## src/include/ismda_map.vh

```
// register map, field positions, opcodes and constants of the arithmetic block
`ifndef ISMDA_MAP_VH
`define ISMDA_MAP_VH
`define ISMDA_OFF_CTRL    8'h00
`define ISMDA_OFF_STATUS  8'h04
`define ISMDA_OFF_DEST    8'h08
`define ISMDA_OFF_SRC     8'h0c
`define ISMDA_OFF_ACC     8'h10
`define ISMDA_OFF_DEXT    8'h14
`define ISMDA_OFF_FLAGS   8'h18
`define ISMDA_CTRL_OP_MSB 3
`define ISMDA_CTRL_OP_LSB 0
`define ISMDA_CTRL_WORD   8
`define ISMDA_ST_BUSY     0
`define ISMDA_ST_DIVERR   1
`define ISMDA_F_CF        0
`define ISMDA_F_PF        1
`define ISMDA_F_AF        2
`define ISMDA_F_ZF        3
`define ISMDA_F_SF        4
`define ISMDA_F_OF        5
`define ISMDA_RST_WORD    16'h0000
`define ISMDA_RST_FLAGS   6'h00
`define ISMDA_OP_SUB      4'h0
`define ISMDA_OP_SBB      4'h1
`define ISMDA_OP_DEC      4'h2
`define ISMDA_OP_NEG      4'h3
`define ISMDA_OP_CMP      4'h4
`define ISMDA_OP_DAA      4'h5
`define ISMDA_OP_AAS      4'h6
`define ISMDA_OP_DAS      4'h7
`define ISMDA_OP_MUL      4'h8
`define ISMDA_OP_SIGNED_PRODUCT_OP     4'h9
`define ISMDA_OP_AAM      4'ha
`define ISMDA_OP_DIV      4'hb
`define ISMDA_OP_SIGNED_QUOTIENT_OP     4'hc
`define ISMDA_OP_AAD      4'hd
`define ISMDA_OP_CBW      4'he
`define ISMDA_OP_CWD      4'hf
`define ISMDA_NIBBLE_MAX  4'h9
`define ISMDA_BCD_MAX     8'h99
`define ISMDA_ADJ_LO      8'h06
`define ISMDA_ADJ_HI      8'h60
`define ISMDA_TEN         8'h0a
`define ISMDA_UQ_BYTE_MAX 32'h000000ff
`define ISMDA_UQ_WORD_MAX 32'h0000ffff
`define ISMDA_SQ_BYTE_MAX 32'h0000007f
`define ISMDA_SQ_WORD_MAX 32'h00007fff
`endif

```

## src/rtl/ismda_div.v

```verilog
// sequential restoring divider, one quotient bit per clock
module ismda_div #(
  parameter NUM_W = 32,
  parameter DEN_W = 16,
  parameter CNT_W = 6
) (
  input  wire             clk,
  input  wire             rst_n,
  input  wire             start,
  input  wire [NUM_W-1:0] dividend,
  input  wire [DEN_W-1:0] divisor,
  output wire             busy,
  output wire             done,
  output wire [NUM_W-1:0] quotient,
  output wire [DEN_W-1:0] remainder
);
  localparam [CNT_W-1:0] STEPS = NUM_W;
  localparam [CNT_W-1:0] ONE   = 1;

  reg [NUM_W-1:0] q_r;
  reg [DEN_W-1:0] rem_r;
  reg [DEN_W-1:0] den_r;
  reg [CNT_W-1:0] cnt_r;
  reg             busy_r;
  reg             done_r;

  // trial subtract; divisor is never zero here, the caller traps that case
  wire [DEN_W:0] trial = {rem_r, q_r[NUM_W-1]};
  wire [DEN_W:0] diff  = trial - {1'b0, den_r};
  wire           fits  = ~diff[DEN_W];

  // shift one dividend bit into the partial remainder per cycle
  always @(posedge clk or negedge rst_n) begin
    if (!rst_n) begin
      q_r    <= {NUM_W{1'b0}};
      rem_r  <= {DEN_W{1'b0}};
      den_r  <= {DEN_W{1'b0}};
      cnt_r  <= {CNT_W{1'b0}};
      busy_r <= 1'b0;
      done_r <= 1'b0;
    end else begin
      done_r <= 1'b0;
      if (start && !busy_r) begin
        q_r    <= dividend;
        rem_r  <= {DEN_W{1'b0}};
        den_r  <= divisor;
        cnt_r  <= STEPS;
        busy_r <= 1'b1;
      end else if (busy_r) begin
        rem_r <= fits ? diff[DEN_W-1:0] : trial[DEN_W-1:0];
        q_r   <= {q_r[NUM_W-2:0], fits};
        cnt_r <= cnt_r - ONE;
        if (cnt_r == ONE) begin
          busy_r <= 1'b0;
          done_r <= 1'b1;
        end
      end
    end
  end

  assign busy      = busy_r;
  assign done      = done_r;
  assign quotient  = q_r;
  assign remainder = rem_r;
endmodule

```

## src/rtl/ismda_top.v

```verilog
// subtract, multiply, divide and decimal adjust datapath behind an AHB-Lite slave
// How it works
// RULE1: packed add fix turns acc_low into two decimal digits, updates AF CF PF SF ZF.
// RULE2: subtract source from destination, write destination, update all six flags.
// RULE3: subtract with borrow also takes off carry_flag, updates all six flags.
// RULE4: decrement destination; carry_flag kept, other five flags updated.
// RULE5: negate as zero minus operand; carry set unless operand is zero.
// RULE6: negating the most negative value leaves it unchanged and sets overflow.
// RULE7: compare subtracts for flags only; neither operand is written.
// RULE8: unpacked subtract fix gives one digit, upper nibble zero, updates AF CF.
// RULE9: packed subtract fix turns acc_low into two digits, updates AF CF PF SF ZF.
// RULE10: unsigned multiply into acc_high:acc_low or data_ext_word:accumulator_word.
// RULE11: unsigned multiply sets CF and OF when the upper half is nonzero.
// RULE12: signed multiply sets CF and OF when upper half is not sign extension.
// RULE13: unpacked multiply fix gives two digits in acc_high/acc_low, updates PF SF ZF.
// RULE14: unsigned divide gives truncated quotient low and remainder high.
// RULE15: unsigned quotient too large or zero divisor raises the divide trap.
// RULE16: signed quotient beyond plus or minus 127 or 32767 raises the trap.
// RULE17: signed quotient truncates toward zero; remainder takes the dividend sign.
// RULE18: unpacked divide prep rewrites acc_low so the quotient is a digit.
// RULE19: byte sign extend copies acc_low bit 7 into acc_high; flags kept.
// RULE20: word sign extend copies bit 15 into data_ext_word; flags kept.
// RULE21: parity flag set when the low eight result bits have even ones.
// RULE22: carry flag shows a borrow into the top result bit.
// RULE23: half carry flag shows a borrow into the low nibble.
// RULE24: overflow flag shows a signed result that does not fit.
// RULE25: unpacked multiply fix puts acc_low/10 high and acc_low mod 10 low.
// RULE26: unpacked divide prep puts acc_high*10+acc_low into acc_low, clears acc_high.
// RULE27: packed fixes adjust by six low and sixty high on digit overrun or carry.
`include "ismda_map.vh"
module ismda_top (
  input  wire        CORE_CLK,
  input  wire        RSTN,
  input  wire        HSEL,
  input  wire [31:0] HADDR,
  input  wire [1:0]  HTRANS,
  input  wire        HWRITE,
  input  wire [2:0]  HSIZE,
  input  wire [31:0] HWDATA,
  input  wire        HREADY,
  output wire [31:0] HRDATA,
  output wire        HREADYOUT,
  output wire        HRESP,
  output wire        DIVIDE_TRAP,
  output wire        BUSY
);
  localparam [1:0] ST_IDLE = 2'b01;
  localparam [1:0] ST_DIV  = 2'b10;

  // even parity of the low byte
  function par8;
    input [7:0] v;
    begin
      par8 = ~^v;
    end
  endfunction

  reg rst_s1_r;
  reg rst_s2_r;

  // reset release through two flops, assertion stays asynchronous
  always @(posedge CORE_CLK or negedge RSTN) begin
    if (!RSTN) begin
      rst_s1_r <= 1'b0;
      rst_s2_r <= 1'b0;
    end else begin
      rst_s1_r <= 1'b1;
      rst_s2_r <= rst_s1_r;
    end
  end
  wire rst_n = rst_s2_r;

  reg        wr_pend_r;
  reg        rd_pend_r;
  reg        rd_done_r;
  reg  [7:0] addr_r;
  reg [31:0] hrdata_r;
  reg [15:0] dest_r;
  reg [15:0] src_r;
  reg [15:0] acc_r;
  reg [15:0] dext_r;
  reg  [5:0] flags_r;
  reg        err_r;
  reg        trap_r;
  reg  [1:0] state_r;
  reg        dword_r;
  reg        dsgn_r;
  reg        qneg_r;
  reg        rneg_r;

  // reads take one wait state so the data always comes from a flop
  assign HREADYOUT   = ~(rd_pend_r & ~rd_done_r);
  assign HRESP       = 1'b0;
  assign HRDATA      = hrdata_r;
  assign DIVIDE_TRAP = trap_r;
  assign BUSY        = state_r[1];

  wire addr_ok = HSEL & HREADY & HTRANS[1];
  wire busy    = (state_r == ST_DIV);
  // writes during a divide are dropped, they would race the result
  wire wr_go   = wr_pend_r & ~busy;
  wire launch  = wr_go & (addr_r == `ISMDA_OFF_CTRL);
  wire [3:0] opc  = HWDATA[`ISMDA_CTRL_OP_MSB:`ISMDA_CTRL_OP_LSB];
  wire       wsel = HWDATA[`ISMDA_CTRL_WORD];

  // bus phase tracking
  always @(posedge CORE_CLK or negedge rst_n) begin
    if (!rst_n) begin
      wr_pend_r <= 1'b0;
      rd_pend_r <= 1'b0;
      rd_done_r <= 1'b0;
      addr_r    <= 8'h00;
    end else if (addr_ok) begin
      wr_pend_r <= HWRITE;
      rd_pend_r <= ~HWRITE;
      rd_done_r <= 1'b0;
      addr_r    <= HADDR[7:0];
    end else if (HREADYOUT) begin
      wr_pend_r <= 1'b0;
      rd_pend_r <= 1'b0;
      rd_done_r <= 1'b0;
    end else begin
      rd_done_r <= 1'b1;
    end
  end

  // read mux, unmapped offsets read zero
  always @(posedge CORE_CLK or negedge rst_n) begin
    if (!rst_n) begin
      hrdata_r <= 32'h00000000;
    end else if (rd_pend_r && !rd_done_r) begin
      if (addr_r == `ISMDA_OFF_STATUS) begin
        hrdata_r <= {30'h00000000, err_r, busy};
      end else if (addr_r == `ISMDA_OFF_DEST) begin
        hrdata_r <= {16'h0000, dest_r};
      end else if (addr_r == `ISMDA_OFF_SRC) begin
        hrdata_r <= {16'h0000, src_r};
      end else if (addr_r == `ISMDA_OFF_ACC) begin
        hrdata_r <= {16'h0000, acc_r};
      end else if (addr_r == `ISMDA_OFF_DEXT) begin
        hrdata_r <= {16'h0000, dext_r};
      end else if (addr_r == `ISMDA_OFF_FLAGS) begin
        hrdata_r <= {26'h0000000, flags_r};
      end else begin
        hrdata_r <= 32'h00000000;
      end
    end
  end

  wire [7:0] al = acc_r[7:0];
  wire [7:0] ah = acc_r[15:8];
  wire       cf = flags_r[`ISMDA_F_CF];
  wire       af = flags_r[`ISMDA_F_AF];

  // subtractor operands: negate is 0 - x, decrement is x - 1
  reg [15:0] sa;
  reg [15:0] sb;
  always @* begin
    sa = dest_r;
    sb = src_r;
    if (opc == `ISMDA_OP_NEG) begin
      sa = 16'h0000; // RULE5
      sb = dest_r;
    end else if (opc == `ISMDA_OP_DEC) begin
      sb = 16'h0001; // RULE4
    end
  end
  wire        cin   = (opc == `ISMDA_OP_SBB) & cf; // RULE3
  wire [16:0] sub_w = {1'b0, sa} - {1'b0, sb} - {16'h0000, cin};
  wire  [8:0] sub_b = {1'b0, sa[7:0]} - {1'b0, sb[7:0]} - {8'h00, cin};
  wire  [4:0] sub_n = {1'b0, sa[3:0]} - {1'b0, sb[3:0]} - {4'h0, cin};
  // byte operations keep the upper byte of the destination
  wire [15:0] sub_r  = wsel ? sub_w[15:0] : {dest_r[15:8], sub_b[7:0]};
  wire        sub_cf = wsel ? sub_w[16] : sub_b[8]; // RULE22
  wire        sub_af = sub_n[4]; // RULE23
  wire        msb_a  = wsel ? sa[15] : sa[7];
  wire        msb_b  = wsel ? sb[15] : sb[7];
  wire        msb_r  = wsel ? sub_r[15] : sub_r[7];
  // most negative negate: 0 - 0x80 wraps to itself with sign mismatch
  wire        sub_of = (msb_a ^ msb_b) & (msb_r ^ msb_a); // RULE24 RULE6
  wire        sub_zf = wsel ? (sub_r == 16'h0000) : (sub_r[7:0] == 8'h00);

  // decimal adjust terms
  wire       dec_lo = (al[3:0] > `ISMDA_NIBBLE_MAX) | af; // RULE27
  wire       dec_hi = (al > `ISMDA_BCD_MAX) | cf; // RULE27
  wire [7:0] adj    = (dec_lo ? `ISMDA_ADJ_LO : 8'h00) + (dec_hi ? `ISMDA_ADJ_HI : 8'h00);
  wire [7:0] daa_r  = al + adj;
  wire [7:0] das_r  = al - adj;
  wire [7:0] aas_r  = (dec_lo ? (al - `ISMDA_ADJ_LO) : al) & 8'h0f;
  wire [7:0] aam_hi = al / `ISMDA_TEN;
  wire [7:0] aam_lo = al % `ISMDA_TEN;
  wire [15:0] aad_p = {8'h00, ah} * {8'h00, `ISMDA_TEN} + {8'h00, al};

  // multipliers, byte forms use acc_low and the source low byte
  wire        [31:0] umul_w = acc_r * src_r;
  wire        [15:0] umul_b = al * src_r[7:0];
  wire signed [31:0] smul_w = $signed(acc_r) * $signed(src_r);
  wire signed [15:0] smul_b = $signed(al) * $signed(src_r[7:0]);
  wire               is_s   = (opc == `ISMDA_OP_SIGNED_PRODUCT_OP);
  wire        [31:0] prod   = wsel ? (is_s ? smul_w : umul_w) : {16'h0000, (is_s ? smul_b : umul_b)};
  wire               mul_uf = wsel ? (prod[31:16] != 16'h0000) : (prod[15:8] != 8'h00); // RULE11
  wire               mul_sf = wsel ? (prod[31:16] != {16{prod[15]}}) : (prod[15:8] != {8{prod[7]}}); // RULE12

  // divider operands as magnitudes, signs kept for the fix-up
  wire        is_sd   = (opc == `ISMDA_OP_SIGNED_QUOTIENT_OP);
  wire        nneg    = is_sd & (wsel ? dext_r[15] : acc_r[15]);
  wire        dneg    = is_sd & (wsel ? src_r[15] : src_r[7]);
  wire [31:0] num_raw = wsel ? {dext_r, acc_r} : {16'h0000, acc_r};
  wire [31:0] num_mag = nneg ? (32'h00000000 - (wsel ? num_raw : {{16{acc_r[15]}}, acc_r})) : num_raw;
  wire [15:0] den_raw = wsel ? src_r : {8'h00, src_r[7:0]};
  wire [15:0] den_mag = dneg ? (16'h0000 - (wsel ? src_r : {{8{src_r[7]}}, src_r[7:0]})) : den_raw;
  wire        den_zero = (den_raw == 16'h0000);
  wire        is_div   = launch & ((opc == `ISMDA_OP_DIV) | is_sd);
  wire        div_start = is_div & ~den_zero;
  wire        div_done;
  wire [31:0] quot;
  wire [15:0] rem;

  ismda_div #(
    .NUM_W (32),
    .DEN_W (16),
    .CNT_W (6)
  ) u_div (
    .clk       (CORE_CLK),
    .rst_n     (rst_n),
    .start     (div_start),
    .dividend  (num_mag),
    .divisor   (den_mag),
    .busy      (),
    .done      (div_done),
    .quotient  (quot),
    .remainder (rem)
  );

  // quotient range check and sign restore once the divider finishes
  wire [31:0] qlim   = dsgn_r ? (dword_r ? `ISMDA_SQ_WORD_MAX : `ISMDA_SQ_BYTE_MAX)
                              : (dword_r ? `ISMDA_UQ_WORD_MAX : `ISMDA_UQ_BYTE_MAX);
  wire        q_over = (quot > qlim); // RULE15 RULE16
  wire [15:0] q_fix  = qneg_r ? (16'h0000 - quot[15:0]) : quot[15:0]; // RULE17
  wire [15:0] r_fix  = rneg_r ? (16'h0000 - rem) : rem; // RULE17

  reg [15:0] dest_nxt;
  reg [15:0] acc_nxt;
  reg [15:0] dext_nxt;
  reg  [5:0] flags_nxt;
  reg  [7:0] pv;
  reg        psz;

  // next state of the architectural registers
  always @* begin
    dest_nxt  = dest_r;
    acc_nxt   = acc_r;
    dext_nxt  = dext_r;
    flags_nxt = flags_r;
    pv        = 8'h00;
    psz       = 1'b0;
    if (launch) begin
      case (opc)
        `ISMDA_OP_SUB, `ISMDA_OP_SBB, `ISMDA_OP_NEG, `ISMDA_OP_CMP: begin
          if (opc != `ISMDA_OP_CMP) begin
            dest_nxt = sub_r; // RULE2 RULE3 RULE5 RULE7
          end
          flags_nxt[`ISMDA_F_CF] = sub_cf;
          flags_nxt[`ISMDA_F_AF] = sub_af;
          flags_nxt[`ISMDA_F_OF] = sub_of;
          flags_nxt[`ISMDA_F_ZF] = sub_zf;
          flags_nxt[`ISMDA_F_SF] = msb_r;
          flags_nxt[`ISMDA_F_PF] = par8(sub_r[7:0]); // RULE21
        end
        `ISMDA_OP_DEC: begin
          dest_nxt = sub_r; // RULE4
          flags_nxt[`ISMDA_F_AF] = sub_af;
          flags_nxt[`ISMDA_F_OF] = sub_of;
          flags_nxt[`ISMDA_F_ZF] = sub_zf;
          flags_nxt[`ISMDA_F_SF] = msb_r;
          flags_nxt[`ISMDA_F_PF] = par8(sub_r[7:0]);
        end
        `ISMDA_OP_DAA, `ISMDA_OP_DAS: begin
          pv = (opc == `ISMDA_OP_DAA) ? daa_r : das_r; // RULE1 RULE9
          psz = 1'b1;
          acc_nxt = {ah, pv};
          flags_nxt[`ISMDA_F_AF] = dec_lo;
          flags_nxt[`ISMDA_F_CF] = dec_hi;
        end
        `ISMDA_OP_AAS: begin
          acc_nxt = {ah, aas_r}; // RULE8
          flags_nxt[`ISMDA_F_AF] = dec_lo;
          flags_nxt[`ISMDA_F_CF] = dec_lo;
        end
        `ISMDA_OP_MUL, `ISMDA_OP_SIGNED_PRODUCT_OP: begin
          acc_nxt = prod[15:0]; // RULE10
          if (wsel) begin
            dext_nxt = prod[31:16];
          end
          flags_nxt[`ISMDA_F_CF] = is_s ? mul_sf : mul_uf;
          flags_nxt[`ISMDA_F_OF] = is_s ? mul_sf : mul_uf;
        end
        `ISMDA_OP_AAM: begin
          pv = aam_lo; // RULE13 RULE25
          psz = 1'b1;
          acc_nxt = {aam_hi, aam_lo};
        end
        `ISMDA_OP_AAD: begin
          pv = aad_p[7:0]; // RULE18 RULE26
          psz = 1'b1;
          acc_nxt = {8'h00, aad_p[7:0]};
        end
        `ISMDA_OP_CBW: begin
          acc_nxt = {{8{al[7]}}, al}; // RULE19
        end
        `ISMDA_OP_CWD: begin
          dext_nxt = {16{acc_r[15]}}; // RULE20
        end
        default: begin
          dest_nxt = dest_r;
        end
      endcase
      if (psz) begin
        flags_nxt[`ISMDA_F_PF] = par8(pv);
        flags_nxt[`ISMDA_F_SF] = pv[7];
        flags_nxt[`ISMDA_F_ZF] = (pv == 8'h00);
      end
    end else if (div_done && !q_over) begin
      if (dword_r) begin
        acc_nxt  = q_fix; // RULE14
        dext_nxt = r_fix;
      end else begin
        acc_nxt = {r_fix[7:0], q_fix[7:0]}; // RULE14
      end
    end else if (wr_go) begin
      if (addr_r == `ISMDA_OFF_DEST) begin
        dest_nxt = HWDATA[15:0];
      end else if (addr_r == `ISMDA_OFF_ACC) begin
        acc_nxt = HWDATA[15:0];
      end else if (addr_r == `ISMDA_OFF_DEXT) begin
        dext_nxt = HWDATA[15:0];
      end else if (addr_r == `ISMDA_OFF_FLAGS) begin
        flags_nxt = HWDATA[5:0];
      end
    end
  end

  // architectural registers and divide sequencing
  always @(posedge CORE_CLK or negedge rst_n) begin
    if (!rst_n) begin
      dest_r  <= `ISMDA_RST_WORD;
      src_r   <= `ISMDA_RST_WORD;
      acc_r   <= `ISMDA_RST_WORD;
      dext_r  <= `ISMDA_RST_WORD;
      flags_r <= `ISMDA_RST_FLAGS;
      err_r   <= 1'b0;
      trap_r  <= 1'b0;
      state_r <= ST_IDLE;
      dword_r <= 1'b0;
      dsgn_r  <= 1'b0;
      qneg_r  <= 1'b0;
      rneg_r  <= 1'b0;
    end else begin
      dest_r  <= dest_nxt;
      acc_r   <= acc_nxt;
      dext_r  <= dext_nxt;
      flags_r <= flags_nxt;
      trap_r  <= 1'b0;
      if (wr_go && (addr_r == `ISMDA_OFF_SRC)) begin
        src_r <= HWDATA[15:0];
      end
      case (state_r)
        ST_IDLE: begin
          if (launch) begin
            err_r <= 1'b0;
          end
          if (is_div && den_zero) begin
            trap_r <= 1'b1; // RULE15 RULE16
            err_r  <= 1'b1;
          end else if (div_start) begin
            state_r <= ST_DIV;
            dword_r <= wsel;
            dsgn_r  <= is_sd;
            qneg_r  <= nneg ^ dneg;
            rneg_r  <= nneg;
          end
        end
        ST_DIV: begin
          if (div_done) begin
            state_r <= ST_IDLE;
            if (q_over) begin
              trap_r <= 1'b1; // RULE15 RULE16
              err_r  <= 1'b1;
            end
          end
        end
        default: begin
          state_r <= ST_IDLE;
        end
      endcase
    end
  end
endmodule

```

## config.mk

```make
export PLATFORM = sky130hd
export DESIGN_NAME = ismda_top
export DESIGN_NICKNAME = d
export VERILOG_FILES = /design/src/rtl/ismda_div.v /design/src/rtl/ismda_top.v
export VERILOG_INCLUDE_DIRS = /design/src /design/src/include
export SDC_FILE = /design/constraint.sdc
export NUM_CORES = 2
export LEC_CHECK = 0
export ABC_AREA = 1
export BUFFER_PORTS_ARGS = -buffer_cell sky130_fd_sc_hd__buf_2
export CAP_MARGIN = 20
export CORE_AREA = 4 4 269 271
export DETAILED_ROUTE_END_ITERATION = 16
export DIE_AREA = 0 0 273 275
export HOLD_SLACK_MARGIN = 0.12
export PLACE_DENSITY = 0.63
export SYNTH_ARGS = -nofsm -noshare
export SYNTH_HDL_FRONTEND = slang
export SYNTH_SLANG_ARGS = --single-unit
```

## constraint.sdc

```tcl
create_clock -name CORE_CLK -period 9.14 [get_ports CORE_CLK]
set_input_delay 1.371 -clock CORE_CLK [delete_from_list [all_inputs] [get_ports CORE_CLK]]
set_output_delay 1.371 -clock CORE_CLK [all_outputs]
set_load 0.03 [all_outputs]
```

==> results.py <==
metrics = {
    "synth": {
        "synth-edff-count": 0,
        "synth.distinct_cells": 63,
        "yosysSeqAreaShare": 0.129,
        "ys_top_cells_by_area": "fa_1 (26%), dfrtp_1 (13%), inv_1 (11%)",
        "synthTopCellsByCount": "inv_1 (1041), nand2_1 (943), fa_1 (457)",
        "yosysWarnings": 0,
        "synth_area_leader_cell": "fa_1",
        "synth_mux_area_frac": 0.00252,
        "synth_flop_cell": "dfrtp_1",
        "synth.avg_cell_area_um2": 7.37,
        "synth_xor_area_frac": 0.0376,
        "synth_compound_area_frac": 0.127,
        "yosys.area_share.adder": 0.374,
        "synthArstFlopShare": 1.00,
        "synth_top_family_by_area": "adder cells",
        "syn_inst": 4707,
        "synth-simple-area-share": 0.194,
        "synth_top_area_share": 0.264,
        "syn-cell-area_um2": 34700,
        "synth_seq_cells": 179,
        "synth_most_common_cell": "inv_1",
    },
    "global_routing": {
        "grt_max_degree": 76,
        "antenna_found_initial": 3,
        "grt-ovfl-total": 0,
        "grt_pass1_wl_um": 178000,
        "grt_use_total": 0.309,
        "grt_pass1_vias": 30500,
    },
    "drt": {
        "drt_pre_antenna_iters": 6,
        "route.vias.total": 31400,
        "routed_wl_um": 116000,
        "vias_per_cell": 5.55,
        "wl_per_cell_um": 20.5,
        "detail-route-antenna-nets": 0,
        "drc": 0,
        "drt_iter0_drc": 3199,
    },
    "worst_setup_path": {
        "startpoint_type": "flip-flop",
        "crit_slowest_cell": "dfrtp_1",
        "cpPeakStageDelay_ns": 1.00,
        "cp.required_ns": 9.49,
        "worst-path-max-fanout": 10,
        "arrival_ns": 8.30,
        "r2r_slack_ns": 1.18,
        "path_buf_inv": 7,
        "end_kind": "flip-flop",
        "critPathTopFamily": "adder cells",
        "crit_type": "reg2reg",
    },
    "flow_run": {
        "max_cap_violations": 0,
    },
    "finish": {
        "fin_area_um2": 36700,
        "regArea_um2": 4490,
        "drive_above_1_share": 0.0470,
        "multiInputGateArea_um2": 25600,
        "nFillCells": 6967,
        "fin_nets": 5531,
        "syn2layout_area_growth_pct": 5.72,
    },
    "timing": {
        "timing.slew.headroom": 0.272,
        "worst_pin_slew_ns": 1.09,
        "min_period_ns": 7.96,
        "maxSlewViolCount": 0,
        "fmax_mhz": 126,
        "grt_setup_unrepaired": "false",
        "post-route-period-util": 0.870,
        "clock_skew_ns": 0.0143,
        "hold_violations": 0,
        "timing.setup.tns_ns": 0,
        "setup_violations": 0,
    },
    "clock_network": {
        "clk_latency_ns": 0.47,
        "ctsHoldBuffers": 0,
        "cts_buffer_depth": 2,
        "clock-sinks": 179,
        "clk_pin_slew_worst_paths_ns": 0.08,
        "post_cts_resized": 0,
        "cts-root-buf": "clkbuf_16",
        "postCtsSetupRepairBufs": 0,
        "cts_tree": "built",
        "htree_levels": 4,
        "cts_buffers": 17,
    },
    "die": {
        "rows": 97,
        "start_util": 0.497,
        "die_y_um": 275,
        "coreArea_um2": 69800,
        "die_w_um": 273,
        "pin_count": 110,
        "die_area_um2": 75100,
    },
    "place": {
        "portBuffers": 48,
        "routabilityCongestion": 1.03,
        "post_dp_cell_area_um2": 36000,
        "dpl.hpwl_um": 95100,
    },
    "outcome": {
        "status": "finished clean",
    },
    "min_path": {
        "hold_path.class": "reg2async",
    },
}
registers in the layout, summed over array words and instances (netlist names), 2 cells and up:
signal and count:
u_div.den_r 16, acc_r 16, src_r 16, u_div.cnt_r 6, dext_r 16, u_div.quotient 32
dest_r 16, HRDATA 16, flags_r 6, state_r 2, u_div.remainder 16, addr_r 8
cells by family (layout without fill, tap and decap cells):
family / count (synthesis) / in the layout
compound gates: 773 / 773
xor+xnor: 149 / 149
fa+ha+maj: 763 / 763
buf+inv: 1224 / 1208
flops: 179 / 179
mux: 8 / 8
other cells: 2 / 21
simple gates: 1609 / 1609
layout by cell type, fill, tap and decap left out, types with 18 or more instances in the layout:
| cell | synthesis | routed |
|---|---|---|
| a221oi_1 | 18 | 18 |
| buf_4 | 17 | 67 |
| xor2_1 | 95 | 95 |
| a31oi_1 | 25 | 25 |
| nand4_1 | 47 | 47 |
| inv_1 | 1041 | 1041 |
| xnor2_1 | 54 | 54 |
| ha_1 | 306 | 306 |
| o211ai_1 | 25 | 25 |
| nor2_1 | 311 | 311 |
| fa_1 | 457 | 457 |
| conb_1 | 2 | 18 |
| nand3_1 | 178 | 178 |
| a21oi_1 | 239 | 239 |
| o22ai_1 | 34 | 34 |
| nor3_1 | 53 | 52 |
| o21ai_0 | 316 | 316 |
| buf_2 | 16 | 48 |
| o221ai_1 | 18 | 18 |
| dfrtp_1 | 178 | 176 |
| nand2_1 | 943 | 943 |
metrics by stage:
stage          cells  worst slack (ns)  hold slack, ns  utilization
3_3_place_gp    5612              1.20           0.336        0.516
4_1_cts         5644              1.10           0.340        0.524
6_report        5650              1.18           0.308        0.526
2_1_floorplan   4723              2.37           0.331            -
3_5_place_dp    5612              1.13           0.330        0.516
5_1_grt         5648             0.803           0.368        0.526
final timing paths:
kind | start | to | depth (start not counted)
worst max register to register | src_r[9] | flags_r[5] | 30
worst min register to register | rst_n | u_div.remainder[2] | 0
max in group asynchronous | rst_n | src_r[6] | 3
worst min-delay path | rst_n | u_div.remainder[2] | 0
min in group CORE_CLK | rst_s1_r | rst_n | 0
worst max-delay path | src_r[9] | flags_r[5] | 30
routing by layer:
metal | wire length (um) | track usage | vias to the layer above
met5 | 0 | 0 | -
met4 | 3320 | 0.0760 | 0
met3 | 11200 | 0.0620 | 199
met2 | 50700 | 0.477 | 1296
met1 | 50500 | 0.447 | 15200
li1 | - | - | 14700
final cells by class:
type                    instances  share of cell area
well taps                     940              0.0321
flip-flops and latches        179               0.122
multi-input cells            3320               0.698
repair buffers                118              0.0225
diodes                          3            0.000205
clock buffers                  17              0.0116
clock inverters                15             0.00498
inverters                    1058               0.108
Power is left out: the tool's default activity adds up to more than one toggle a clock period on the data nets, which glitch-free logic cannot reach.
